[config.mk]
export PLATFORM = sky130hd
export DESIGN_NAME = crf_regfile
export DESIGN_NICKNAME = d
export VERILOG_FILES = /design/src/inc/crf_pkg.sv /design/src/hw/crf_bank_mem.sv /design/src/hw/crf_regfile.sv
export VERILOG_INCLUDE_DIRS = /design/src /design/src/inc
export SDC_FILE = /design/constraint.sdc
export NUM_CORES = 1
export LEC_CHECK = 0
export ABC_CLOCK_PERIOD_IN_PS = 3270
export BUFFER_PORTS_ARGS = -buffer_cell sky130_fd_sc_hd__buf_2
export CELL_PAD_IN_SITES_DETAIL_PLACEMENT = 0
export CELL_PAD_IN_SITES_GLOBAL_PLACEMENT = 1
export CORE_MARGIN = 2
export CORE_UTILIZATION = 44
export CTS_CLUSTER_SIZE = 10
export DETAILED_ROUTE_END_ITERATION = 12
export PLACE_DENSITY_LB_ADDON = 0.1
export SYNTH_ARGS = -nofsm -noshare
export SYNTH_HDL_FRONTEND = slang
export SYNTH_HIERARCHICAL = 1
export SYNTH_SLANG_ARGS = --single-unit
[constraint.sdc]
create_clock -name clock -period 3.27 [get_ports clock]
set_input_delay 0.1635 -clock clock [delete_from_list [all_inputs] [get_ports clock]]
set_output_delay 0.1635 -clock clock [all_outputs]
set_load 0.05 [all_outputs]
[src/inc/crf_defines.svh]
`ifndef CRF_DEFINES_SVH
`define CRF_DEFINES_SVH

// Register bus addresses
`define CRF_ADDR_D0 4'h0
`define CRF_ADDR_D1 4'h1
`define CRF_ADDR_D2 4'h2
`define CRF_ADDR_D3 4'h3
`define CRF_ADDR_A0 4'h4
`define CRF_ADDR_A1 4'h5
`define CRF_ADDR_FB 4'h6
`define CRF_ADDR_PC 4'h8
`define CRF_ADDR_VECTOR_TABLE_BASE 4'h9
`define CRF_ADDR_USP 4'hA
`define CRF_ADDR_ISP 4'hB
`define CRF_ADDR_SB 4'hC
`define CRF_ADDR_SP 4'hD
`define CRF_ADDR_FLG 4'hE

// Status word fields
`define CRF_FLG_W 11
`define CRF_F_C 0
`define CRF_F_D 1
`define CRF_F_Z 2
`define CRF_F_S 3
`define CRF_F_B 4
`define CRF_F_O 5
`define CRF_F_I 6
`define CRF_F_U 7
`define CRF_F_IPL_LO 8
`define CRF_F_IPL_HI 10

// Widths, reset values and trap number limit
`define CRF_PC_W 20
`define CRF_FLG_RST 11'h000
`define CRF_PC_RST 20'h00000
`define CRF_WORD_RST 16'h0000
`define CRF_TRAP_U_LIMIT 6'h20
`endif

[src/inc/crf_pkg.sv]
`include "crf_defines.svh"
package crf_pkg;
   typedef enum logic [3:0] {
      CRF_D0 = `CRF_ADDR_D0,
      CRF_D1 = `CRF_ADDR_D1,
      CRF_D2 = `CRF_ADDR_D2,
      CRF_D3 = `CRF_ADDR_D3,
      CRF_A0 = `CRF_ADDR_A0,
      CRF_A1 = `CRF_ADDR_A1,
      CRF_FB = `CRF_ADDR_FB,
      CRF_PC = `CRF_ADDR_PC,
      CRF_VECTOR_TABLE_BASE = `CRF_ADDR_VECTOR_TABLE_BASE,
      CRF_USP = `CRF_ADDR_USP,
      CRF_ISP = `CRF_ADDR_ISP,
      CRF_SB = `CRF_ADDR_SB,
      CRF_SP = `CRF_ADDR_SP,
      CRF_FLG = `CRF_ADDR_FLG
   } crf_sel_e;

   typedef enum logic [1:0] {
      CRF_SZ_LO = 2'h0,
      CRF_SZ_HI = 2'h1,
      CRF_SZ_WORD = 2'h2,
      CRF_SZ_LONG = 2'h3
   } crf_size_e;

   typedef struct packed {
      logic en;
      crf_sel_e sel;
      crf_size_e size;
      logic [31:0] data;
   } crf_acc_s;

   typedef struct packed {
      logic valid;
      logic carry;
      logic ovf;
      crf_size_e size;
      logic [31:0] result;
   } crf_alu_s;

   typedef struct packed {
      logic req;
      logic maskable;
      logic [2:0] prio;
   } crf_irq_s;
endpackage : crf_pkg

[src/hw/crf_bank_mem.sv]
`timescale 1ns/1ps
module crf_bank_mem #(
   parameter int DW = 16,
   parameter int AW = 4,
   parameter int RP = 2
) (
   // Clock and reset
   input wire logic clock,
   input wire logic reset,
   // Byte-lane write port
   input wire logic wa_en,
   input wire logic [AW-1:0] wa_addr,
   input wire logic [DW-1:0] wa_data,
   input wire logic [1:0] wa_be,
   // Upper-half write port for pairs
   input wire logic wb_en,
   input wire logic [AW-1:0] wb_addr,
   input wire logic [DW-1:0] wb_data,
   // Read ports
   input wire logic [RP-1:0][AW-1:0] rlo_addr,
   input wire logic [RP-1:0][AW-1:0] rhi_addr,
   output logic [RP-1:0][2*DW-1:0] rdata
);
   localparam int HW = DW / 2;
   logic [DW-1:0] mem_q [2**AW];

   always_ff @(posedge clock) begin
      if (reset) begin
         for (int k = 0; k < 2**AW; k++) begin
            mem_q[k] <= '0;
         end
      end else begin
         if (wa_en && wa_be[0]) begin
            mem_q[wa_addr][HW-1:0] <= wa_data[HW-1:0];
         end
         if (wa_en && wa_be[1]) begin
            mem_q[wa_addr][DW-1:HW] <= wa_data[DW-1:HW];
         end
         if (wb_en) begin
            mem_q[wb_addr] <= wb_data;
         end
      end
   end

   for (genvar i = 0; i < RP; i++) begin : g_rd
      always_ff @(posedge clock) begin
         if (reset) begin
            rdata[i] <= '0;
         end else begin
            rdata[i] <= {mem_q[rhi_addr[i]], mem_q[rlo_addr[i]]};
         end
      end
   end
endmodule : crf_bank_mem

[src/hw/crf_regfile.sv]
`timescale 1ns/1ps
`include "crf_defines.svh"
module crf_regfile
   import crf_pkg::*;
(
   // Clock and reset
   input wire logic clock,
   input wire logic reset,
   // Register bus
   input wire logic [3:0] reg_addr,
   input wire logic [31:0] reg_wdata,
   input wire logic reg_wr,
   input wire logic reg_rd,
   output logic [31:0] reg_rdata,
   // Execution datapath
   input crf_acc_s dp_wr,
   input crf_acc_s dp_rd,
   output logic [31:0] dp_rdata,
   input crf_alu_s alu,
   // Interrupt acceptance
   input crf_irq_s irq,
   input wire logic int_accept,
   input wire logic trap_exec,
   input wire logic [5:0] trap_num,
   output logic irq_allow,
   output logic [`CRF_FLG_W-1:0] status_word
);
   localparam int NRD = 2;

   logic [`CRF_PC_W-1:0] pc_q;
   logic [`CRF_PC_W-1:0] vector_table_base_q;
   logic [15:0] usp_q;
   logic [15:0] isp_q;
   logic [15:0] sb_q;
   logic [`CRF_FLG_W-1:0] flg_q;
   logic [`CRF_FLG_W-1:0] flg_d;
   logic irq_allow_q;
   crf_acc_s [NRD-1:0] rq;
   crf_acc_s [NRD-1:0] rq_q;
   logic [NRD-1:0][31:0] other_q;
   logic [NRD-1:0][31:0] rd_shaped;
   logic [NRD-1:0][3:0] rlo_addr;
   logic [NRD-1:0][3:0] rhi_addr;
   logic [NRD-1:0][31:0] mem_rd;

   function automatic logic is_banked(input crf_sel_e sel);
      return sel inside {CRF_D0, CRF_D1, CRF_D2, CRF_D3, CRF_A0, CRF_A1, CRF_FB};
   endfunction : is_banked

   function automatic logic is_pair(input crf_sel_e sel, input crf_size_e size);
      return (size == CRF_SZ_LONG) && (sel inside {CRF_D0, CRF_D1, CRF_A0});
   endfunction : is_pair

   function automatic crf_sel_e pair_hi(input crf_sel_e sel);
      return (sel == CRF_A0) ? CRF_A1 : (sel == CRF_D0) ? CRF_D2 : CRF_D3;
   endfunction : pair_hi

   // Status bits
   wire bank = flg_q[`CRF_F_B];
   wire use_usp = flg_q[`CRF_F_U];
   wire int_en = flg_q[`CRF_F_I];
   wire [2:0] processor_priority_level = flg_q[`CRF_F_IPL_HI:`CRF_F_IPL_LO];

   // Bus decode, datapath wins a write collision
   wire bus_hit = is_banked(crf_sel_e'(reg_addr)) ||
      (reg_addr >= `CRF_ADDR_PC && reg_addr <= `CRF_ADDR_FLG);
   crf_acc_s bus_w;
   crf_acc_s w;
   assign bus_w = '{en: reg_wr && bus_hit, sel: crf_sel_e'(reg_addr),
                    size: CRF_SZ_WORD, data: reg_wdata};
   assign w = dp_wr.en ? dp_wr : bus_w;
   assign rq[0] = '{en: reg_rd && bus_hit, sel: crf_sel_e'(reg_addr),
                    size: CRF_SZ_WORD, data: 32'h0000_0000};
   assign rq[1] = dp_rd;

   // Banked write decode
   wire wa_en = w.en && is_banked(w.sel);
   wire [3:0] wa_addr = {bank, w.sel[2:0]};
   wire [15:0] wa_data = (w.size == CRF_SZ_HI) ? {w.data[7:0], w.data[7:0]} : w.data[15:0];
   wire [1:0] wa_be = (w.size == CRF_SZ_LO) ? 2'h1 :
                      (w.size == CRF_SZ_HI) ? 2'h2 : 2'h3;
   wire wb_en = wa_en && is_pair(w.sel, w.size);
   crf_sel_e wb_sel;
   assign wb_sel = pair_hi(w.sel);
   wire [3:0] wb_addr = {bank, wb_sel[2:0]};

   // Non-banked write decode
   wire w_pc = w.en && (w.sel == CRF_PC);
   wire w_vector_table_base = w.en && (w.sel == CRF_VECTOR_TABLE_BASE);
   wire w_sb = w.en && (w.sel == CRF_SB);
   wire w_flg = w.en && (w.sel == CRF_FLG);
   wire w_usp = w.en && ((w.sel == CRF_USP) || (w.sel == CRF_SP && use_usp));
   wire w_isp = w.en && ((w.sel == CRF_ISP) || (w.sel == CRF_SP && !use_usp));

   crf_bank_mem #(
      .DW(16),
      .AW(4),
      .RP(NRD)
   ) u_mem (
      .clock(clock),
      .reset(reset),
      .wa_en(wa_en),
      .wa_addr(wa_addr),
      .wa_data(wa_data),
      .wa_be(wa_be),
      .wb_en(wb_en),
      .wb_addr(wb_addr),
      .wb_data(w.data[31:16]),
      .rlo_addr(rlo_addr),
      .rhi_addr(rhi_addr),
      .rdata(mem_rd)
   );

   // Read ports: bus and datapath
   for (genvar i = 0; i < NRD; i++) begin : g_rd
      wire [31:0] other_v =
         (rq[i].sel == CRF_PC) ? {12'h000, pc_q} :
         (rq[i].sel == CRF_VECTOR_TABLE_BASE) ? {12'h000, vector_table_base_q} :
         (rq[i].sel == CRF_USP) ? {16'h0000, usp_q} :
         (rq[i].sel == CRF_ISP) ? {16'h0000, isp_q} :
         (rq[i].sel == CRF_SB) ? {16'h0000, sb_q} :
         (rq[i].sel == CRF_SP) ? {16'h0000, use_usp ? usp_q : isp_q} :
         (rq[i].sel == CRF_FLG) ? {21'h000000, flg_q} : 32'h0000_0000;
      wire [15:0] lo = mem_rd[i][15:0];
      wire [15:0] hi = mem_rd[i][31:16];
      crf_sel_e hi_sel;
      assign hi_sel = pair_hi(rq[i].sel);
      assign rlo_addr[i] = {bank, rq[i].sel[2:0]};
      assign rhi_addr[i] = {bank, hi_sel[2:0]};
      assign rd_shaped[i] =
         !rq_q[i].en ? 32'h0000_0000 :
         !is_banked(rq_q[i].sel) ? other_q[i] :
         (rq_q[i].size == CRF_SZ_LO) ? {24'h000000, lo[7:0]} :
         (rq_q[i].size == CRF_SZ_HI) ? {24'h000000, lo[15:8]} :
         is_pair(rq_q[i].sel, rq_q[i].size) ? {hi, lo} :
         {16'h0000, lo};
      always_ff @(posedge clock) begin
         if (reset) begin
            rq_q[i] <= '0;
            other_q[i] <= '0;
         end else begin
            rq_q[i] <= rq[i];
            other_q[i] <= other_v;
         end
      end
   end
   assign reg_rdata = rd_shaped[0];
   assign dp_rdata = rd_shaped[1];

   // Arithmetic result flags by operand size
   wire alu_z = (alu.size == CRF_SZ_LONG) ? (alu.result == 32'h0000_0000) :
                (alu.size == CRF_SZ_WORD) ? (alu.result[15:0] == 16'h0000) :
                (alu.result[7:0] == 8'h00);
   wire alu_s = (alu.size == CRF_SZ_LONG) ? alu.result[31] :
                (alu.size == CRF_SZ_WORD) ? alu.result[15] : alu.result[7];
   wire trap_low = trap_exec && (trap_num < `CRF_TRAP_U_LIMIT);

   // Status word next value; interrupt clears take precedence
   always_comb begin
      flg_d = flg_q;
      if (w_flg) begin
         flg_d = w.data[`CRF_FLG_W-1:0];
      end
      if (alu.valid) begin
         flg_d[`CRF_F_C] = alu.carry;
         flg_d[`CRF_F_Z] = alu_z;
         flg_d[`CRF_F_S] = alu_s;
         flg_d[`CRF_F_O] = alu.ovf;
      end
      if (int_accept || trap_exec) begin
         flg_d[`CRF_F_I] = 1'b0;
      end
      if (int_accept || trap_low) begin
         flg_d[`CRF_F_U] = 1'b0;
      end
   end

   // Interrupt gate
   wire irq_ok = irq.req && (!irq.maskable || (int_en && (irq.prio > processor_priority_level)));

   always_ff @(posedge clock) begin
      if (reset) begin
         pc_q <= `CRF_PC_RST;
         vector_table_base_q <= `CRF_PC_RST;
         usp_q <= `CRF_WORD_RST;
         isp_q <= `CRF_WORD_RST;
         sb_q <= `CRF_WORD_RST;
         flg_q <= `CRF_FLG_RST;
         irq_allow_q <= 1'b0;
      end else begin
         if (w_pc) begin
            pc_q <= w.data[`CRF_PC_W-1:0];
         end
         if (w_vector_table_base) begin
            vector_table_base_q <= w.data[`CRF_PC_W-1:0];
         end
         if (w_usp) begin
            usp_q <= w.data[15:0];
         end
         if (w_isp) begin
            isp_q <= w.data[15:0];
         end
         if (w_sb) begin
            sb_q <= w.data[15:0];
         end
         flg_q <= flg_d;
         irq_allow_q <= irq_ok;
      end
   end
   assign irq_allow = irq_allow_q;
   assign status_word = flg_q;
endmodule : crf_regfile

==> out/results.tsv, run 1 <==
stage	metric	value	unit
routing	wl_met2	47800	um
logic_synthesis	postSynthAreaPerCell	11.0	um^2
logic_synthesis	synth_cells	2467	
clock_tree	clock_sinks	457	
sta	tightest_slew	1.25	ns
final_layout	areaGrowthSynthToFinish	15.9	%
clock_tree	cts_tree	yes	
grt	antenna_found_initial	3	
routing	first_pass_iters	7	
routing	vias	23077	
routing	m1WireLength	43900	um
floorplan	core.rowCount	91	
place	port_buffers	194	
hold_path	worstHoldPathType	input port to flop	
setup_path	worstPathArrival	2.77	ns
power_and_ir_drop	p_leak	12.0	nW
grt	grt_usage	0.329	
setup_path	r2r_setup_slack	0.81	ns
clock_tree	clk_latency	0.62	ns
routing	wl_met3	9300	um
sta	finalHoldViolations	0	
place	place.gp.congestion	0.970	
place	hpwl	73700	um
setup_path	crit_slowest_cell	a31oi_1	
clock_tree	cts.clk_slew.worst_paths	0.06	ns
grt	grt_max_degree	122	
clock_tree	htree_levels	2	
setup_path	timing.rr.end	u_mem/mem_q[8][7]$_DFFE_PP_	
sta	fin_skew	0.0269	ns
floorplan	start_util	0.443	
sta	rsz0062_at_grt	false	
run	maxCapViolations	0	
setup_path	required	3.11	ns
setup_path	endpoint	reg_rdata[1]	
clock_tree	cts-root-buf	clkbuf_16	
setup_path	critPathKind	flop to output port	
floorplan	die_area	0.0638	mm^2
outcome	outcome	finished clean	
floorplan	io-pin-count	244	
clock_tree	post_cts_buffers	0	
setup_path	crit_path_cell_trace	a31oi_1 -> buf_4 -> nand2_1 -> a21boi_1 -> buf_2	
floorplan	core_region_area	0.0614	mm^2
sta	clock.fmax	341	MHz
sta	fin_crit	2.93	ns
clock_tree	ctsHoldBuffers	24	
setup_path	crit_start	rq_q[34]$_SDFF_PP0_	
routing	drc_errors	0	
clock_tree	cts_made_buffers	55	
final_layout	multi_input_area	0.0143	mm^2
routing	ant_nets	0	
final_layout	register_area	0.0117	mm^2
logic_synthesis	yosysWarnings	6	
setup_path	reg2reg_from	status_word[4]$_SDFFE_PP0P_	
routing	highest_layer	met4	
routing	finalWirelength	106000	um
clock_tree	clock_path_buffers	3	
final_layout	fin_area	0.0315	mm^2
sta	setup-violations-final	0	
grt	grt_pass1_vias	22642	
setup_path	critPathCaptureType	output port	
floorplan	die_w	253	um
place	pre_cts_ws	0.153	ns
grt	grt_pass1_wl	153000	um
place	place_area	0.0295	mm^2
final_layout	nFillCells	5583	
sta	relSlewSlack	0.166	
final_layout	final_nets	2834	
logic_synthesis	synth_area	0.0272	mm^2
power_and_ir_drop	power_density	467	mW/mm^2
routing	via_per_inst	6.60	
floorplan	die_h	253	um
routing	drt_iter0_markers	2709	
sta	maxSlewViolCount	0	
sta	hold_ws	0.0368	ns
routing	post_drt_wl_per_cell	30.3	um
clock_tree	cts_resized	0	
setup_path	r2r_cells	4	
final_layout	layout-drive-gt1-share	0.252	
sta	post-route-period-util	0.896	
setup_path	setup.worst_path.start_class	flop	
grt	grt_overflow	0	
power_and_ir_drop	vdd_drop_max	0.383	mV
setup_path	crit_fanout	9	
final_layout	antennaDiodeCount	0	
sta	fin_ws	0.339	ns
setup_path	cpPeakStageDelay	0.84	ns
[registers in the layout, summed over array words and instances, names as in the netlist]
signal and cells:
usp_q 16, other_q 40, pc_q 20, u_mem/mem_q 256, rq_q 13, irq_allow 1, u_mem/rdata 48, isp_q 16
vector_table_base_q 20, sb_q 16, status_word 11
[worst min path at each step]
stage | startpoint | slack, ns | endpoint | depth (start not counted)
global placement | int_accept | 0.34 | status_word[6]$_SDFFE_PP0P_ | 2
floorplan | int_accept | 0.24 | status_word[6]$_SDFFE_PP0P_ | 1
detailed placement | int_accept | 0.35 | status_word[6]$_SDFFE_PP0P_ | 2
CTS | reg_wdata[6] | 0.01 | isp_q[6]$_SDFFE_PP0P_ | 4
global route | reg_wdata[6] | 0.06 | isp_q[6]$_SDFFE_PP0P_ | 4
finish | reg_wdata[6] | 0.04 | isp_q[6]$_SDFFE_PP0P_ | 4
[per-stage QoR]
stage	setup TNS, ns	cells	util	power [mW]
final	0	3496	0.513	14.7
after global routing	0	3496	0.513	15.1
after CTS	0	3496	0.513	14.7
after detailed placement	0	3372	0.481	8.79
after global placement	0	3372	0.481	8.76
after floorplan	-0.638	2478	-	7.95
[routing by layer]
layer,vias to the layer above,track usage
met1,11492,0.449
met5,-,0
met3,261,0.0507
met4,0,0.144
met2,1315,0.517
li1,10009,-
[critical path, delay by kind of cell (launching register included)]
| kind | cells | cell delay [ns] |
|---|---|---|
| AOI/OAI and AO/OA | 2 | 1.10 |
| buffers and inverters | 2 | 0.65 |
| DFF | 1 | 0.31 |
| and+or+nand+nor | 1 | 0.08 |
[cells in the final DEF, fill, tap and decap left out, types with 18 or more instances in the layout]
master / count
a22o_1: 256
buf_2: 190
nand2_1: 122
dfxtp_1: 201
edfxtp_1: 256
o21ai_0: 47
a21oi_1: 64
nor2_1: 139
a211oi_2: 18
mux2_1: 19
a22oi_1: 102
clkbuf_1: 28
nor3_2: 21
nor2b_1: 50
dlygate4sd3_1: 24
mux2_2: 30
o21ai_1: 47
mux2i_1: 252
clkbuf_16: 56
o22ai_1: 41
buf_4: 175
and2_1: 18
nand2b_1: 31
a211oi_1: 49
nand3_1: 72
a21boi_1: 24
mux4_2: 104
[cell type report]
class	count	share of cell area
Tap cell	790	0.0314
Multi-Input combinational cell	1722	0.454
Timing Repair Buffer	398	0.0845
Sequential cell	457	0.372
Clock inverter	4	0.00187
Clock buffer	96	0.0531
Inverter	29	0.00346
[power by group]
group	internal (mW)	switching, mW
Clock	3.50	2.45
Sequential	6.33	0.213
Combinational	0.790	1.41
Note: power is estimated with default switching activity, not from simulation.
==> run 2: changes to the inputs <==
--- a/config.mk
+++ b/config.mk
@@ -11,9 +11,10 @@
 export CELL_PAD_IN_SITES_DETAIL_PLACEMENT = 0
 export CELL_PAD_IN_SITES_GLOBAL_PLACEMENT = 1
 export CORE_MARGIN = 2
-export CORE_UTILIZATION = 44
+export CORE_UTILIZATION = 40
 export CTS_CLUSTER_SIZE = 10
 export DETAILED_ROUTE_END_ITERATION = 12
+export GPL_ROUTABILITY_DRIVEN = 0
 export PLACE_DENSITY_LB_ADDON = 0.1
 export SYNTH_ARGS = -nofsm -noshare
 export SYNTH_HDL_FRONTEND = slang
==> run 2 against run 1 <==
Core utilization shrank 4.3 points. Highest routed layer is now met5. Worst hold slack lost 0.033 ns. Worst setup slack lost 0.13 ns. First-iteration DRC count shrank 15%. Critical path type is now input port to flop.
==> out/results.tsv, run 2 (synthesis gave the netlist of run 1 again) <==
stage	metric	value	unit
outcome	outcome	finished clean	
setup_path	crit_top_cell	nor2_1	
sta	relSlewSlack	0.304	
routing	vias	23169	
routing	via_per_inst	6.47	
grt	grt_usage	0.306	
sta	finalHoldViolations	0	
clock_tree	clock_sinks	457	
sta	clock.fmax	326	MHz
final_layout	mostFrequentLayoutCells	256 x a22o_1, 256 x edfxtp_1, 252 x mux2i_1	
setup_path	r2r_setup_slack	0.71	ns
clock_tree	cts_made_buffers	55	
routing	drt_iter0_markers	2309	
final_layout	final_nets	2836	
place	dp_cells	3455	
setup_path	crit_start	reg_addr[3]	
place	hpwl	76000	um
clock_tree	cts-root-buf	clkbuf_16	
final_layout	top_regs	u_mem/mem_q x256, u_mem/rdata x48, other_q x40	
final_layout	fin_area	0.0316	mm^2
setup_path	setup.worst_path.start_class	input port	
grt	grt_pass1_vias	22718	
grt	grt_overflow	0	
setup_path	cpPeakStageDelay	0.73	ns
power_and_ir_drop	power	14.7	mW
final_layout	final_cells	3582	
place	port_buffers	194	
final_layout	largest_register_ffs	256	
sta	setup-violations-final	0	
routing	finalWirelength	109000	um
setup_path	critPathCaptureType	flop	
final_layout	antennaDiodeCount	0	
clock_tree	htree_levels	2	
power_and_ir_drop	power_density	464	mW/mm^2
sta	rsz0062_at_grt	false	
floorplan	start_util	0.405	
clock_tree	cts.clk_slew.worst_paths	0.05	ns
grt	grt_max_degree	101	
setup_path	crit_slowest_cell	or4b_1	
setup_path	endpoint	u_mem/mem_q[4][4]$_DFFE_PP_	
sta	post-route-period-util	0.937	
setup_path	crit_path_cell_trace	dlygate4sd3_1 -> buf_2 -> mux2_2 -> nor2_1 -> nand2_1 -> or4b_1 -> nor2_4 -> nor2_1 -> o21ai_0 -> buf_4	
setup_path	cp.depth	10	
clock_tree	clock_path_buffers	3	
power_and_ir_drop	p_leak	12.0	nW
power_and_ir_drop	vdd_drop_max	0.396	mV
routing	post_drt_wl_per_cell	30.5	um
final_layout	layout-drive-gt1-share	0.250	
routing	drc_errors	0	
setup_path	reg2reg_from	status_word[4]$_SDFFE_PP0P_	
floorplan	core.rowCount	95	
routing	ant_nets	0	
final_layout	areaGrowthSynthToFinish	16.3	%
grt	antenna_found_initial	2	
floorplan	core_region_area	0.0672	mm^2
routing	first_pass_iters	6	
floorplan	die_w	265	um
sta	fin_crit	3.06	ns
setup_path	critical-path-top-delay-family	simple AND/OR/NAND/NOR gates	
hold_path	worstHoldPathType	input port to flop	
run	maxCapViolations	0	
place	place_area	0.0297	mm^2
grt	grt_pass1_wl	157000	um
setup_path	timing.rr.end	u_mem/mem_q[8][4]$_DFFE_PP_	
sta	maxSlewViolCount	0	
sta	tightest_slew	1.04	ns
clock_tree	cts_tree	yes	
final_layout	largest_register	u_mem/mem_q	
floorplan	die_h	265	um
setup_path	required	3.58	ns
setup_path	cp_num_buf_inv	3	
clock_tree	clk_latency	0.64	ns
setup_path	r2r_cells	4	
setup_path	crit_fanout	12	
floorplan	die_area	0.0700	mm^2
clock_tree	cts_resized	0	
setup_path	critPathKind	input port to flop	
sta	fin_skew	0.0199	ns
floorplan	io-pin-count	244	
setup_path	worstPathArrival	3.38	ns
run 2: final cells by class:
cell class | count | area [um^2]
clock buffers | 95 | 1600
inverters | 29 | 109
flip-flops and latches | 457 | 11700
multi-input cells | 1722 | 14300
fillers | 6146 | 35500
repair buffers | 400 | 2720
clock inverters | 6 | 95.1
well taps | 873 | 1090
run 2: worst min path at each step:
| stage | start | end | slack (ns) | depth (start not counted) |
|---|---|---|---|---|
| 6_report | alu[7] | status_word[3]$_SDFFE_PP0P_ | 0.004 | 4 |
| 5_1_grt | reg_wdata[17] | pc_q[17]$_SDFFE_PP0P_ | 0.04 | 3 |
| 4_1_cts | dp_wr[6] | usp_q[6]$_SDFFE_PP0P_ | 0.0003 | 4 |
| 3_5_place_dp | int_accept | status_word[6]$_SDFFE_PP0P_ | 0.36 | 2 |
| 3_3_place_gp | trap_exec | status_word[6]$_SDFFE_PP0P_ | 0.35 | 2 |
| 2_1_floorplan | int_accept | status_word[6]$_SDFFE_PP0P_ | 0.24 | 1 |
run 2: tightest hold or removal path, stage by stage:
cell and delay, ns:
buf_2 0.09, nor2_1 0.04, a21oi_1 0.14, a221o_1 0.17
run 2: routing by layer:
| layer | vias to the layer above | share of wire | global-route usage |
|---|---|---|---|
| met3 | 265 | 0.080 | 0.0426 |
| met1 | 11666 | 0.42 | 0.423 |
| li1 | 10032 | - | - |
| met5 | - | 0.00011 | 0 |
| met2 | 1204 | 0.45 | 0.478 |
| met4 | 2 | 0.046 | 0.138 |
run 2: report_power, final:
part | switching [mW] | internal [mW] | leakage [nW]
Combinational | 1.44 | 0.790 | 6.94
Sequential | 0.216 | 6.33 | 4.22
Clock | 2.52 | 3.38 | 0.810
run 2: timing repair:
| item | in CTS | in global routing |
|---|---|---|
| hold buffers | 26 | 0 |
| buffers inserted | 0 | 0 |
| endpoints found under the hold margin | 28 | 0 |
run 2: metrics by stage:
| step | util | worst slack (ns) | hold WS [ns] | setup TNS, ns |
|---|---|---|---|---|
| after floorplan | - | -0.0399 | 0.242 | -0.638 |
| after global placement | 0.442 | 0.158 | 0.345 | 0 |
| after detailed placement | 0.442 | 0.113 | 0.362 | 0 |
| after CTS | 0.471 | 0.289 | 0.000346 | 0 |
| after global routing | 0.471 | 0.0956 | 0.0421 | 0 |
| final | 0.471 | 0.205 | 0.00391 | 0 |
